`src/rmsel_cfg.svh`:
```
// constants for the remappable input selector
`ifndef RMSEL_CFG_SVH
`define RMSEL_CFG_SVH

// apb geometry
`define RMSEL_ADDR_W      8
`define RMSEL_DATA_W      32
`define RMSEL_STRB_W      4

// register byte offsets
`define RMSEL_OFF_FAULT   8'h00
`define RMSEL_OFF_CMPF    8'h04
`define RMSEL_OFF_UART1   8'h08
`define RMSEL_OFF_UART2   8'h0C
`define RMSEL_OFF_SPI2    8'h10
`define RMSEL_OFF_SS2     8'h14
`define RMSEL_OFF_CAN1    8'h18
`define RMSEL_OFF_SYNC1   8'h1C
`define RMSEL_OFF_DTCMP1  8'h20

// selector field geometry and byte lanes
`define RMSEL_SEL_W       8
`define RMSEL_LANE_LO     1'b0
`define RMSEL_LANE_HI     1'b1
`define RMSEL_LO_LSB      0
`define RMSEL_HI_LSB      8
`define RMSEL_SEL_RESET   8'h00

// selector codes
`define RMSEL_CODE_GND    8'h00
`define RMSEL_CODE_COMPARATOR_ONE_OUT   8'h01
`define RMSEL_CODE_TOP    8'hB5
`define RMSEL_CODE_SPACE  256
`define RMSEL_PIN_MIN     2
`define RMSEL_PIN_MAX     181
`define RMSEL_PIN_CNT     180
`define RMSEL_PAD_CNT     74

// channel numbering
`define RMSEL_NUM_CH      11
`define RMSEL_CH_PWM_FAULT_ONE_IN     0
`define RMSEL_CH_PWM_FAULT_TWO_IN     1
`define RMSEL_CH_COMPARE_FAULT_A_IN     2
`define RMSEL_CH_UART_ONE_RX_IN     3
`define RMSEL_CH_UART_TWO_RX_IN     4
`define RMSEL_CH_SPI_TWO_CLOCK_IN     5
`define RMSEL_CH_SPI_TWO_DATA_IN     6
`define RMSEL_CH_SS2      7
`define RMSEL_CH_CAN_ONE_RX_IN     8
`define RMSEL_CH_SYNC1    9
`define RMSEL_CH_DTCMP1   10

`endif

```
`src/rmsel_pkg.sv`:
```
// types for the remappable input selector
`include "rmsel_cfg.svh"
package rmsel_pkg;

    // bus answer phase
    typedef enum logic {
        phIdle,
        phAnswer
    } rmsel_phase_t;

    // whole state of the selector block
    typedef struct packed {
        logic [`RMSEL_NUM_CH-1:0][`RMSEL_SEL_W-1:0] sel;
        logic [`RMSEL_NUM_CH-1:0]                   route;
        rmsel_phase_t                               phase;
        logic                                       ready;
        logic                                       slvErr;
        logic [`RMSEL_DATA_W-1:0]                   rdata;
    } rmsel_state_t;

endpackage

```
`src/rmsel_top.sv`:
```
// apb-programmed input pin selector for eleven peripheral inputs
//
// The address map and the APB interface to the registers were chosen for this implementation.
`timescale 1ns/1ps
`include "rmsel_cfg.svh"

module rmsel_top (
    input  wire logic                                       clk,
    input  wire logic                                       rst_n,
    input  wire logic                                       psel,
    input  wire logic                                       penable,
    input  wire logic                                       pwrite,
    input  wire logic [`RMSEL_ADDR_W-1:0]                   paddr,
    input  wire logic [`RMSEL_DATA_W-1:0]                   pwdata,
    input  wire logic [`RMSEL_STRB_W-1:0]                   pstrb,
    output logic      [`RMSEL_DATA_W-1:0]                   prdata,
    output logic                                            pready,
    output logic                                            pslverr,
    input  wire logic [`RMSEL_PIN_MAX:`RMSEL_PIN_MIN]       remappable_pin,
    input  wire logic                                       comparator_one_out,
    output logic                                            pwm_fault_one_in,
    output logic                                            pwm_fault_two_in,
    output logic                                            compare_fault_a_in,
    output logic                                            uart_one_rx_in,
    output logic                                            uart_two_rx_in,
    output logic                                            spi_two_clock_in,
    output logic                                            spi_two_data_in,
    output logic                                            spi_two_select_in_n,
    output logic                                            can_one_rx_in,
    output logic                                            pwm_sync_one_in,
    output logic                                            deadtime_comp_one_in
);
    import rmsel_pkg::*;

    // register offset that owns each channel
    localparam logic [`RMSEL_ADDR_W-1:0] CH_OFF [`RMSEL_NUM_CH] = '{
        `RMSEL_OFF_FAULT,
        `RMSEL_OFF_FAULT,
        `RMSEL_OFF_CMPF,
        `RMSEL_OFF_UART1,
        `RMSEL_OFF_UART2,
        `RMSEL_OFF_SPI2,
        `RMSEL_OFF_SPI2,
        `RMSEL_OFF_SS2,
        `RMSEL_OFF_CAN1,
        `RMSEL_OFF_SYNC1,
        `RMSEL_OFF_DTCMP1
    };

    // byte lane that holds each channel's field
    localparam logic CH_HI [`RMSEL_NUM_CH] = '{
        `RMSEL_LANE_LO,
        `RMSEL_LANE_HI,
        `RMSEL_LANE_LO,
        `RMSEL_LANE_LO,
        `RMSEL_LANE_LO,
        `RMSEL_LANE_HI,
        `RMSEL_LANE_LO,
        `RMSEL_LANE_LO,
        `RMSEL_LANE_LO,
        `RMSEL_LANE_HI,
        `RMSEL_LANE_HI
    };

    rmsel_state_t                     stateReg;
    rmsel_state_t                     stateNext;
    logic [`RMSEL_CODE_SPACE-1:0]     codeSpace;
    logic [`RMSEL_NUM_CH-1:0]         muxOut;
    logic [`RMSEL_NUM_CH-1:0]         chHit;
    logic [`RMSEL_NUM_CH-1:0]         chWrite;
    logic                             setupPhase;
    logic                             accessDone;

    // code space: 0 ground, 1 comparator, pins, then unlisted codes low
    // ground code
    assign codeSpace = {
        {`RMSEL_PAD_CNT{1'b0}},
        remappable_pin,
        comparator_one_out,
        1'b0
    };

    // apb phase decode
    assign setupPhase = psel && !penable;
    assign accessDone = psel && penable && stateReg.ready && (stateReg.phase == phAnswer);

    // per channel decode and source mux
    genvar c;
    generate
        for (c = 0; c < `RMSEL_NUM_CH; c++) begin : gChan
            assign chHit[c] = (paddr == CH_OFF[c]);
            assign chWrite[c] = accessDone && pwrite && chHit[c] && pstrb[CH_HI[c]];
            // code indexes pin, comparator or ground
            assign muxOut[c] = codeSpace[stateReg.sel[c]];
        end
    endgenerate

    // next state: selectors, routed inputs and bus answer
    always_comb begin
        stateNext = stateReg;
        // registered route follows the stored selector
        stateNext.route = muxOut;
        for (int i = 0; i < `RMSEL_NUM_CH; i++) begin
            if (chWrite[i]) begin
                if (CH_HI[i]) begin
                    stateNext.sel[i] = pwdata[`RMSEL_HI_LSB +: `RMSEL_SEL_W];
                end else begin
                    stateNext.sel[i] = pwdata[`RMSEL_LO_LSB +: `RMSEL_SEL_W];
                end
            end
        end
        stateNext.ready  = setupPhase;
        stateNext.phase  = setupPhase ? phAnswer : phIdle;
        stateNext.slvErr = 1'b0;
        stateNext.rdata  = '0;
        if (setupPhase) begin
            stateNext.slvErr = ~|chHit;
            if (!pwrite) begin
                for (int i = 0; i < `RMSEL_NUM_CH; i++) begin
                    if (chHit[i] && CH_HI[i]) begin
                        stateNext.rdata[`RMSEL_HI_LSB +: `RMSEL_SEL_W] = stateReg.sel[i];
                    end else if (chHit[i]) begin
                        stateNext.rdata[`RMSEL_LO_LSB +: `RMSEL_SEL_W] = stateReg.sel[i];
                    end
                end
            end
        end
    end

    // state register
    // all selectors clear at reset
    always_ff @(posedge clk or negedge rst_n) begin
        if (!rst_n) begin
            stateReg <= '0;
        end else begin
            stateReg <= stateNext;
        end
    end

    // outputs straight from the state register
    assign prdata               = stateReg.rdata;
    assign pready               = stateReg.ready;
    assign pslverr              = stateReg.slvErr;
    assign pwm_fault_one_in     = stateReg.route[`RMSEL_CH_PWM_FAULT_ONE_IN];
    assign pwm_fault_two_in     = stateReg.route[`RMSEL_CH_PWM_FAULT_TWO_IN];
    assign compare_fault_a_in   = stateReg.route[`RMSEL_CH_COMPARE_FAULT_A_IN];
    assign uart_one_rx_in       = stateReg.route[`RMSEL_CH_UART_ONE_RX_IN];
    assign uart_two_rx_in       = stateReg.route[`RMSEL_CH_UART_TWO_RX_IN];
    assign spi_two_clock_in     = stateReg.route[`RMSEL_CH_SPI_TWO_CLOCK_IN];
    assign spi_two_data_in      = stateReg.route[`RMSEL_CH_SPI_TWO_DATA_IN];
    assign spi_two_select_in_n  = stateReg.route[`RMSEL_CH_SS2];
    assign can_one_rx_in        = stateReg.route[`RMSEL_CH_CAN_ONE_RX_IN];
    assign pwm_sync_one_in      = stateReg.route[`RMSEL_CH_SYNC1];
    assign deadtime_comp_one_in = stateReg.route[`RMSEL_CH_DTCMP1];
endmodule

```
`config.mk`:
```
export PLATFORM = sky130hd
export DESIGN_NAME = rmsel_top
export DESIGN_NICKNAME = d
export VERILOG_FILES = /design/src/rmsel_pkg.sv /design/src/rmsel_top.sv
export VERILOG_INCLUDE_DIRS = /design/src
export SDC_FILE = /design/constraint.sdc
export NUM_CORES = 1
export LEC_CHECK = 0
export BUFFER_PORTS_ARGS = -buffer_cell sky130_fd_sc_hd__buf_4
export CORE_MARGIN = 4
export CORE_UTILIZATION = 40
export DETAILED_ROUTE_END_ITERATION = 8
export HOLD_SLACK_MARGIN = 0.1
export PLACE_DENSITY = 0.67
export SLEW_MARGIN = 20
export SYNTH_ARGS = -nofsm -noshare
export SYNTH_HDL_FRONTEND = slang
export SYNTH_SLANG_ARGS = --single-unit
```
`constraint.sdc`:
```
create_clock -name clk -period 4.18 [get_ports clk]
set_input_delay 0.209 -clock clk [delete_from_list [all_inputs] [get_ports clk]]
set_output_delay 0.209 -clock clk [all_outputs]
set_load 0.005 [all_outputs]
```
=== Yosys cells after proc, flatten, opt, wreduce, memory -nomap -nowiden ===
Cells that the tools add are included.

* Register bits after elaboration: 118
* Input port bits: 230
* Output and inout bits: 45

* Equal/unequal tests: 8
* Muxes and demuxes: 37
* Order comparisons: 11
* Reductions and logical operators: 29

{| class="wikitable"
|+ Operators by type and width
! cell !! count
|-
| < comparator 8 x 9 -> 1 bit, second input constant || 11
|-
| binary-select mux 1 bit (select 8 bit) || 11
|-
| two-way mux 8 bit || 11
|-
| equality test 8 x 5 -> 1 bit, second input constant || 4
|-
| two-way mux 16 bit || 2
|-
| logical AND 1 bit || 25
|-
| equality test 8 x 4 -> 1 bit, second input constant || 2
|-
| two-way mux 1 bit || 13
|-
| OR reduction 9 bit || 1
|-
| equality test 8 x 3 -> 1 bit, second input constant || 1
|-
| equality test 8 x 6 -> 1 bit, second input constant || 1
|-
| zero test 8 bit || 1
|-
| zero test 1 bit || 2
|}

=== Depth between registers and ports, before layout ===
Gate-level depths: netlist of run 1.

* Depth after elaboration: 10
* Gate-level depth with buffers: 12
* Depth with buffers taken out: 7

=== Least setup slack after synthesis of run 1 ===
OpenSTA, ideal clock, no wires.

* Path kind: reg-to-reg
* Start: register stateReg[110] in the netlist's numbering
* End: register stateReg (netlist bit can_one_rx_in)
* Stages on the path, launching flop included: 9
* Arrival: 2.539 ns
* Data required time: 4.054 ns
* Setup slack: 1.514 ns
* Cell sequence: dfrtp_1 > buf_2 > buf_2 > buf_2 > mux4_2 > mux4_2 > nor3b_1 > nor3_1 > a311o_1

* Longest elaborated chain between the ends: 2

{| class="wikitable"
|+ RTL lines
! element !! line !! source
|-
| start: declaration || rmsel_top.sv:65 || <nowiki>rmsel_state_t stateReg;</nowiki>
|-
| start signal: assignment || rmsel_top.sv:136 || <nowiki>stateReg <= stateNext;</nowiki>
|-
| binary-select mux 1 bit (select 8 bit) || rmsel_top.sv:94 || <nowiki>assign muxOut[c] = codeSpace[stateReg.sel[c]];</nowiki>
|-
| two-way mux 1 bit (implied by the code) || rmsel_top.sv:94 ||
|-
| net muxOut[8] || rmsel_top.sv:68 || <nowiki>logic [`RMSEL_NUM_CH-1:0] muxOut;</nowiki>
|}

The timed path passes the listed nets, and every way through them passes these cells. The select of a mux whose other input is x is not followed.
A chain may end at the register's enable or synchronous reset.

=== Worst setup path after layout of run 1 ===
* Start: register stateReg[54] in the netlist's numbering
* End: register stateReg (netlist bit pwm_fault_two_in)

The elaborated chain is that of the path after synthesis.

==> results of run 1 <==
## cells in the mapped netlist, drive strengths merged, types with 8 or more instances
cell type | number | share of area [%]
nor2 | 53 | 0.90
o221ai | 8 | 0.31
nor3 | 8 | 0.20
nand2 | 82 | 1.4
a31oi | 13 | 0.36
nor4 | 8 | 0.22
nand2b | 19 | 0.53
a2111oi | 28 | 1.1
inv | 18 | 0.30
buf | 131 | 3.5
o21ai | 47 | 1.1
o22ai | 8 | 0.22
mux4 | 531 | 54
a211oi | 30 | 1.0
mux2 | 102 | 5.1
clkbuf | 284 | 4.8
nand3 | 24 | 0.54
a21oi | 46 | 1.0
and2 | 8 | 0.22
nand3b | 9 | 0.30
a22oi | 20 | 0.67
nor3b | 9 | 0.30
nor2b | 30 | 0.84
mux2i | 111 | 5.0
dfrtp | 117 | 13
a221oi | 13 | 0.51
## power by group through the flow
stage	Clock [mW]	Combinational (mW)	Sequential [mW]
2_1_floorplan	0	0.697	1.16
3_3_place_gp	0	1.11	1.18
3_5_place_dp	0	1.14	1.18
4_1_cts	1.38	1.16	1.15
5_1_grt	1.43	1.23	1.16
6_report	1.37	1.20	1.16
## state kept, by name, summed over array words and instances (netlist names)
| signal | count |
|---|---|
| stateReg | 89 |
| uart_two_rx_in | 1 |
| compare_fault_a_in | 1 |
| prdata | 16 |
| pwm_fault_one_in | 1 |
| can_one_rx_in | 1 |
| spi_two_clock_in | 1 |
| pwm_fault_two_in | 1 |
| spi_two_data_in | 1 |
| deadtime_comp_one_in | 1 |
| pwm_sync_one_in | 1 |
| spi_two_select_in_n | 1 |
| pslverr | 1 |
| uart_one_rx_in | 1 |
## stage by stage
step	hold slack (ps)	util, %	instance area, µm²
3_5_place_dp	251.0	43.62	24080
3_3_place_gp	235.6	43.62	24080
6_report	112.8	44.94	24810
5_1_grt	109.1	44.94	24810
4_1_cts	103.4	44.94	24810
2_1_floorplan	-86.59	-	22420
## layer usage
layer / share of wire, % / GRT usage, %
met5: 0.065 / 0
met4: 7.7 / 19.85
met3: 16 / 12.54
met2: 44 / 49.89
met1: 32 / 40.70
## cell type report
cell class	count	area [µm²]	share of cell area (%)
multi-input combinational	1292	17560	70.80
antenna	1	2.502	0.01009
sequential	117	2974	11.99
clock inverter	13	106.4	0.4287
timing repair buffer	343	2708	10.91
clock buffer	19	442.9	1.785
tap	748	935.9	3.772
inverter	20	75.07	0.3026
## cells by family after synthesis
logic type | share of synthesized area (%)
DFF | 13.09
buffers and inverters | 8.617
muxes | 64.05
AOI/OAI and AO/OA | 7.884
other | 0.01677
and+or+nand+nor | 6.340
## final timing paths
check / end / startpoint / slack, ps / cells after the start
hold reg to reg: stateReg[132]$_DFFE_PN0P_ / stateReg[132]$_DFFE_PN0P_ / 570 / 1
setup / recovery: pwm_fault_two_in$_DFF_PN0_ / stateReg[54]$_DFFE_PN0P_ / 710 / 6
min in group asynchronous: pwm_sync_one_in$_DFF_PN0_ / rst_n / 310 / 2
max in group asynchronous: stateReg[62]$_DFFE_PN0P_ / rst_n / 2830 / 3
setup reg to reg: pwm_fault_two_in$_DFF_PN0_ / stateReg[54]$_DFFE_PN0P_ / 710 / 6
hold / removal: stateReg[114]$_DFFE_PN0P_ / pwdata[4] / 110 / 2
==> summary.md, run 1 <==
| Metric | Value |
|---|---|
| Fin. max-slew vios | 0 |
| Crit-path slowest cell | dfrtp_2 |
| Most frequent cells in the layout | mux4_2, buf_4, mux2i_1 |
| Routed vias/inst | 7.899 |
| CP Max Fanout | 24 |
| Placed insts | 2,502 |
| Synth warn | 0 |
| Max-cap violation count | 0 |
| Post-Synthesis Cell Area | 22,360 µm² |
| Non-filler cells, final | 2,553 |
| CP Data Required Time | 4490 ps |
| Boundary Pins | 275 |
| Setup TNS | 0 ps |
| Gpl congestion | 1.055 |
| CTS tree | done |
| CP arrival | 3780 ps |
| Fin. Hold Viols | 0 |
| Worst vdd rail ir drop | 0.0002499 V |
| P_sw | 1.229 mW |
| FP Rows | 86 |
| Setup ws final | 714.1 ps |
| Initial DRC count | 3,144 |
| Fin nets | 2,021 |
| Synthesis-to-finish area growth | 10.94% |
| Worst-skew pair later-pin latency | 450 ps |
| Fill cell count | 4,968 |
| Setup crit start kind | flop |
| Worst-path clk slew | 60 ps |
| Total power draw | 3.723 mW |
| Die width | 244.4 µm |
| Post-route antenna net violation count | 0 |
| Total congestion overflow | 0 |
| Endpoints failing setup | 0 |
| Ys async rst share | 100.0% |
| Sw frac | 33.01% |
| Max clock buf depth | 2 |
| Synthesis-stage register bit count | 117 |
| Hold buffer count at CTS | 18 |
| Status | finished clean |
| Internal Power | 2.494 mW |
| Vias in the first global route | 19,661 |
| CP Cell Sequence | mux4_1 -> mux4_2 -> nor2b_1 -> a211oi_1 -> a2111oi_0 -> or4_1 |
| Clock sinks | 117 |
| Post-CTS repair timing setup buffer count | 0 |
| CP bufs+invs | 0 |
| Seq/Total Area, Yosys | 13.09% |
| Min Tclk post-route | 3466 ps |
| Largest net degree at the start of global routing | 52 |
| Crit path kind | reg -> reg |
| CP max stage delay | 940 ps |
| Hold/Removal Path Class | in -> reg |
| Pre-CTS setup slack | 810.8 ps |
| Slew Limit Headroom | 21.40% |
| Routed WL | 101,300 µm |
| Clk pwr share | 36.7% |
| Distinct cells, synth | 63 |
| First-pass GRT wire length | 144,000 µm |
| Top FF cell, synth | dfrtp_1 |
| Worst-Margin Slew | 1179 ps |
| Initial antenna violation count | 4 |
| Post-DP HPWL | 73,870 µm |
| Fin crit share | 82.92% |
| Commonest non-fill, non-tap cell in the layout | mux4_2 |
| Starting Density | 40.51% |
| Port buffer count | 240 |
| Leakage | 8.109 nW |
| Avg WL per Cell | 39.67 µm |
| CP delay by family, top | multiplexers |
| Die area | 59,750 µm² |
| Syn Area/Cell | 12.23 µm² |
| Synth Instances | 1,829 |
| Crit end category | flop |
| DRT Pass-1 Iters | 9 |
| Clock Skews | 11.00 ps |
| RSZ-0062 raised after global routing | no |
| EDFF count, synth | 0 |
| # DRC | 0 |
| Max Clock Freq | 288.5 MHz |
| H-tree depth | 4 |
| Reg power frac | 31.0% |
| # resized after CTS | 0 |
| Pwr dens | 150.1 nW/µm² |
| Via count | 20,165 |
| Die height | 244.4 µm |
| Share of cells above drive strength 1 | 54.77% |
| Logic gate share of total power | 32.2% |
| CTS Buf Count | 17 |
| Core Footprint | 55,200 µm² |
| All-Layer GR Usage | 33.13% |
| Root buffer cell | clkbuf_16 |
No activity file was read; power rests on OpenSTA's default activity.
==> run 2, diff against run 1 <==
PLACE_DENSITY = 0.69   (was 0.67)
clock period = 3.1 ns   (was 4.18 ns; I/O delays follow)
==> summary.md, run 2 (synthesis gave the netlist of run 1 again) <==
| Metric | Value |
|---|---|
| Status | finished clean (unchanged) |
| Share of cells above drive strength 1 | 56.38% (was 54.77%) |
| Min Tclk post-route | 3032 ps (was 3466 ps) |
| Largest net degree at the start of global routing | 59 (was 52) |
| RSZ-0062 raised after global routing | no (unchanged) |
| Hold/Removal Path Class | in -> reg (unchanged) |
| Post-route antenna net violation count | 0 (unchanged) |
| Die height | 244.4 µm (unchanged) |
| # DRC | 0 (unchanged) |
| Clk pwr share | 37.9% (was 36.7%) |
| Worst-skew pair later-pin latency | 460 ps (was 450 ps) |
| Synthesis-to-finish area growth | 14.52% (was 10.94%) |
| Gpl congestion | 1.060 (was 1.055) |
| Most frequent cells in the layout | mux4_2, buf_4, mux2i_1 (unchanged) |
| H-tree depth | 4 (unchanged) |
| Max clock buf depth | 2 (unchanged) |
| CP Max Fanout | 16 (was 24) |
| Clock sinks | 117 (unchanged) |
| Placed Area | 24,850 µm² (was 24,080 µm²) |
| Starting Density | 40.51% (unchanged) |
| Clock Skews | 14.79 ps (was 11.00 ps) |
| Total power draw | 5.269 mW (was 3.723 mW) |
| FP Rows | 86 (unchanged) |
| Fill cell count | 4,944 (was 4,968) |
| Max reg flops | 89 (unchanged) |
| Initial antenna violation count | 2 (was 4) |
| DRT Pass-1 Iters | 8 (was 9) |
| Leakage | 8.562 nW (was 8.109 nW) |
| Diodes inserted | 0 (was 1) |
| Commonest non-fill, non-tap cell in the layout | mux4_2 (unchanged) |
| Via count | 20,831 (was 20,165) |
| Vias in the first global route | 20,257 (was 19,661) |
| CTS tree | done (unchanged) |
| Final Util | 46.39% (was 44.94%) |
| Die width | 244.4 µm (unchanged) |
| Fin. max-slew vios | 0 (unchanged) |
| Fin. Hold Viols | 0 (unchanged) |
| # resized after CTS | 0 (unchanged) |
| All-Layer GR Usage | 35.75% (was 33.13%) |
| Avg WL per Cell | 41.68 µm (was 39.67 µm) |
| Logic gate share of total power | 32.7% (was 32.2%) |
| Boundary Pins | 275 (unchanged) |
| Sw frac | 34.55% (was 33.01%) |
| P_sw | 1.821 mW (was 1.229 mW) |
| Setup crit start kind | flop (unchanged) |
| Initial DRC count | 3,438 (was 3,144) |
| Fin crit share | 97.81% (was 82.92%) |
| Biggest register | stateReg (unchanged) |
| First-pass GRT wire length | 153,100 µm (was 144,000 µm) |
| Hold buffer count at CTS | 19 (was 18) |
| Core Footprint | 55,200 µm² (unchanged) |
| Pwr dens | 205.8 nW/µm² (was 150.1 nW/µm²) |
| Post-DP HPWL | 78,480 µm (was 73,870 µm) |
| Root buffer cell | clkbuf_16 (unchanged) |
| Port buffer count | 240 (unchanged) |
| Total congestion overflow | 0 (unchanged) |
| Worst-Margin Slew | 1056 ps (was 1179 ps) |
| Worst vdd rail ir drop | 0.0003840 V (was 0.0002499 V) |
| Crit end category | flop (unchanged) |
| Crit path kind | reg -> reg (unchanged) |
| Max-cap violation count | 0 (unchanged) |
| Slew Limit Headroom | 29.63% (was 21.40%) |
| Final instance area | 25,610 µm² (was 24,810 µm²) |
| Routed WL | 109,200 µm (was 101,300 µm) |
| Endpoints failing setup | 0 (unchanged) |
| Fin nets | 2,090 (was 2,021) |
| Routed vias/inst | 7.948 (was 7.899) |
| Setup TNS | 0 ps (unchanged) |
| Reg power frac | 29.4% (was 31.0%) |
| CP arrival | 3350 ps (was 3780 ps) |
| Max Clock Freq | 329.8 MHz (was 288.5 MHz) |
| Post-CTS repair timing setup buffer count | 0 (unchanged) |
| Internal Power | 3.449 mW (was 2.494 mW) |
| Die area | 59,750 µm² (unchanged) |
| Worst-path clk slew | 60 ps (about the same) |
| CP Data Required Time | 3410 ps (was 4490 ps) |
| CTS Buf Count | 17 (unchanged) |
run 2: critical path: stages, from the launching register on:
cell,delay (ps)
dfrtp_4,570
buf_12,230
buf_4,220
mux4_2,520
mux2i_1,180
nor3_1,60
nor4_1,540
a211oi_1,140
a211o_1,380
run 2: final timing paths:
check | from | endpoint | slack (ps) | cells after the start
max | stateReg[46]$_DFFE_PN0P_ | pwm_fault_one_in$_DFF_PN0_ | 70 | 8
min | psel | pslverr$_DFF_PN0_ | 140 | 3
max reg2reg | stateReg[46]$_DFFE_PN0P_ | pwm_fault_one_in$_DFF_PN0_ | 70 | 8
min reg2reg | stateReg[92]$_DFFE_PN0P_ | spi_two_clock_in$_DFF_PN0_ | 560 | 1
max in group asynchronous | rst_n | stateReg[117]$_DFFE_PN0P_ | 1880 | 3
min in group asynchronous | rst_n | stateReg[86]$_DFFE_PN0P_ | 370 | 2
run 2: layout make-up:
type	instances	area, µm²	area share (%)
clock inverters	15	145.1	0.5668
clock buffers	17	425.4	1.661
multi-input cells	1292	17560	68.58
well taps	748	935.9	3.655
inverters	20	75.07	0.2932
flip-flops and latches	117	2973	11.61
repair buffers	412	3491	13.63
run 2: per-layer routing:
layer / track usage [%] / wire length (µm) / vias to the layer above
met1: 44.17 / 34960 / 10578
met3: 14.67 / 17950 / 475
li1: - / - / 7593
met2: 53.20 / 47700 / 2181
met5: 0 / 20 / -
met4: 20.46 / 8602 / 4
run 2: power by group through the flow:
| stage | clock network, mW | logic, mW | registers (mW) |
|---|---|---|---|
| final | 1.99 | 1.72 | 1.55 |
| after global routing | 2.07 | 1.75 | 1.55 |
| after CTS | 2.01 | 1.66 | 1.55 |
| after floorplan | 0 | 0.939 | 1.57 |
| after detailed placement | 0 | 1.63 | 1.58 |
| after global placement | 0 | 1.60 | 1.58 |
run 2: metrics by stage:
stage,worst slack (ps),instances,hold WS [ps]
floorplan,434.3,1844,-140.6
CTS,195.9,2621,118.5
global route,20.88,2621,144.6
detailed placement,209.0,2570,327.2
finish,68.04,2621,143.3
global placement,235.4,2570,314.7
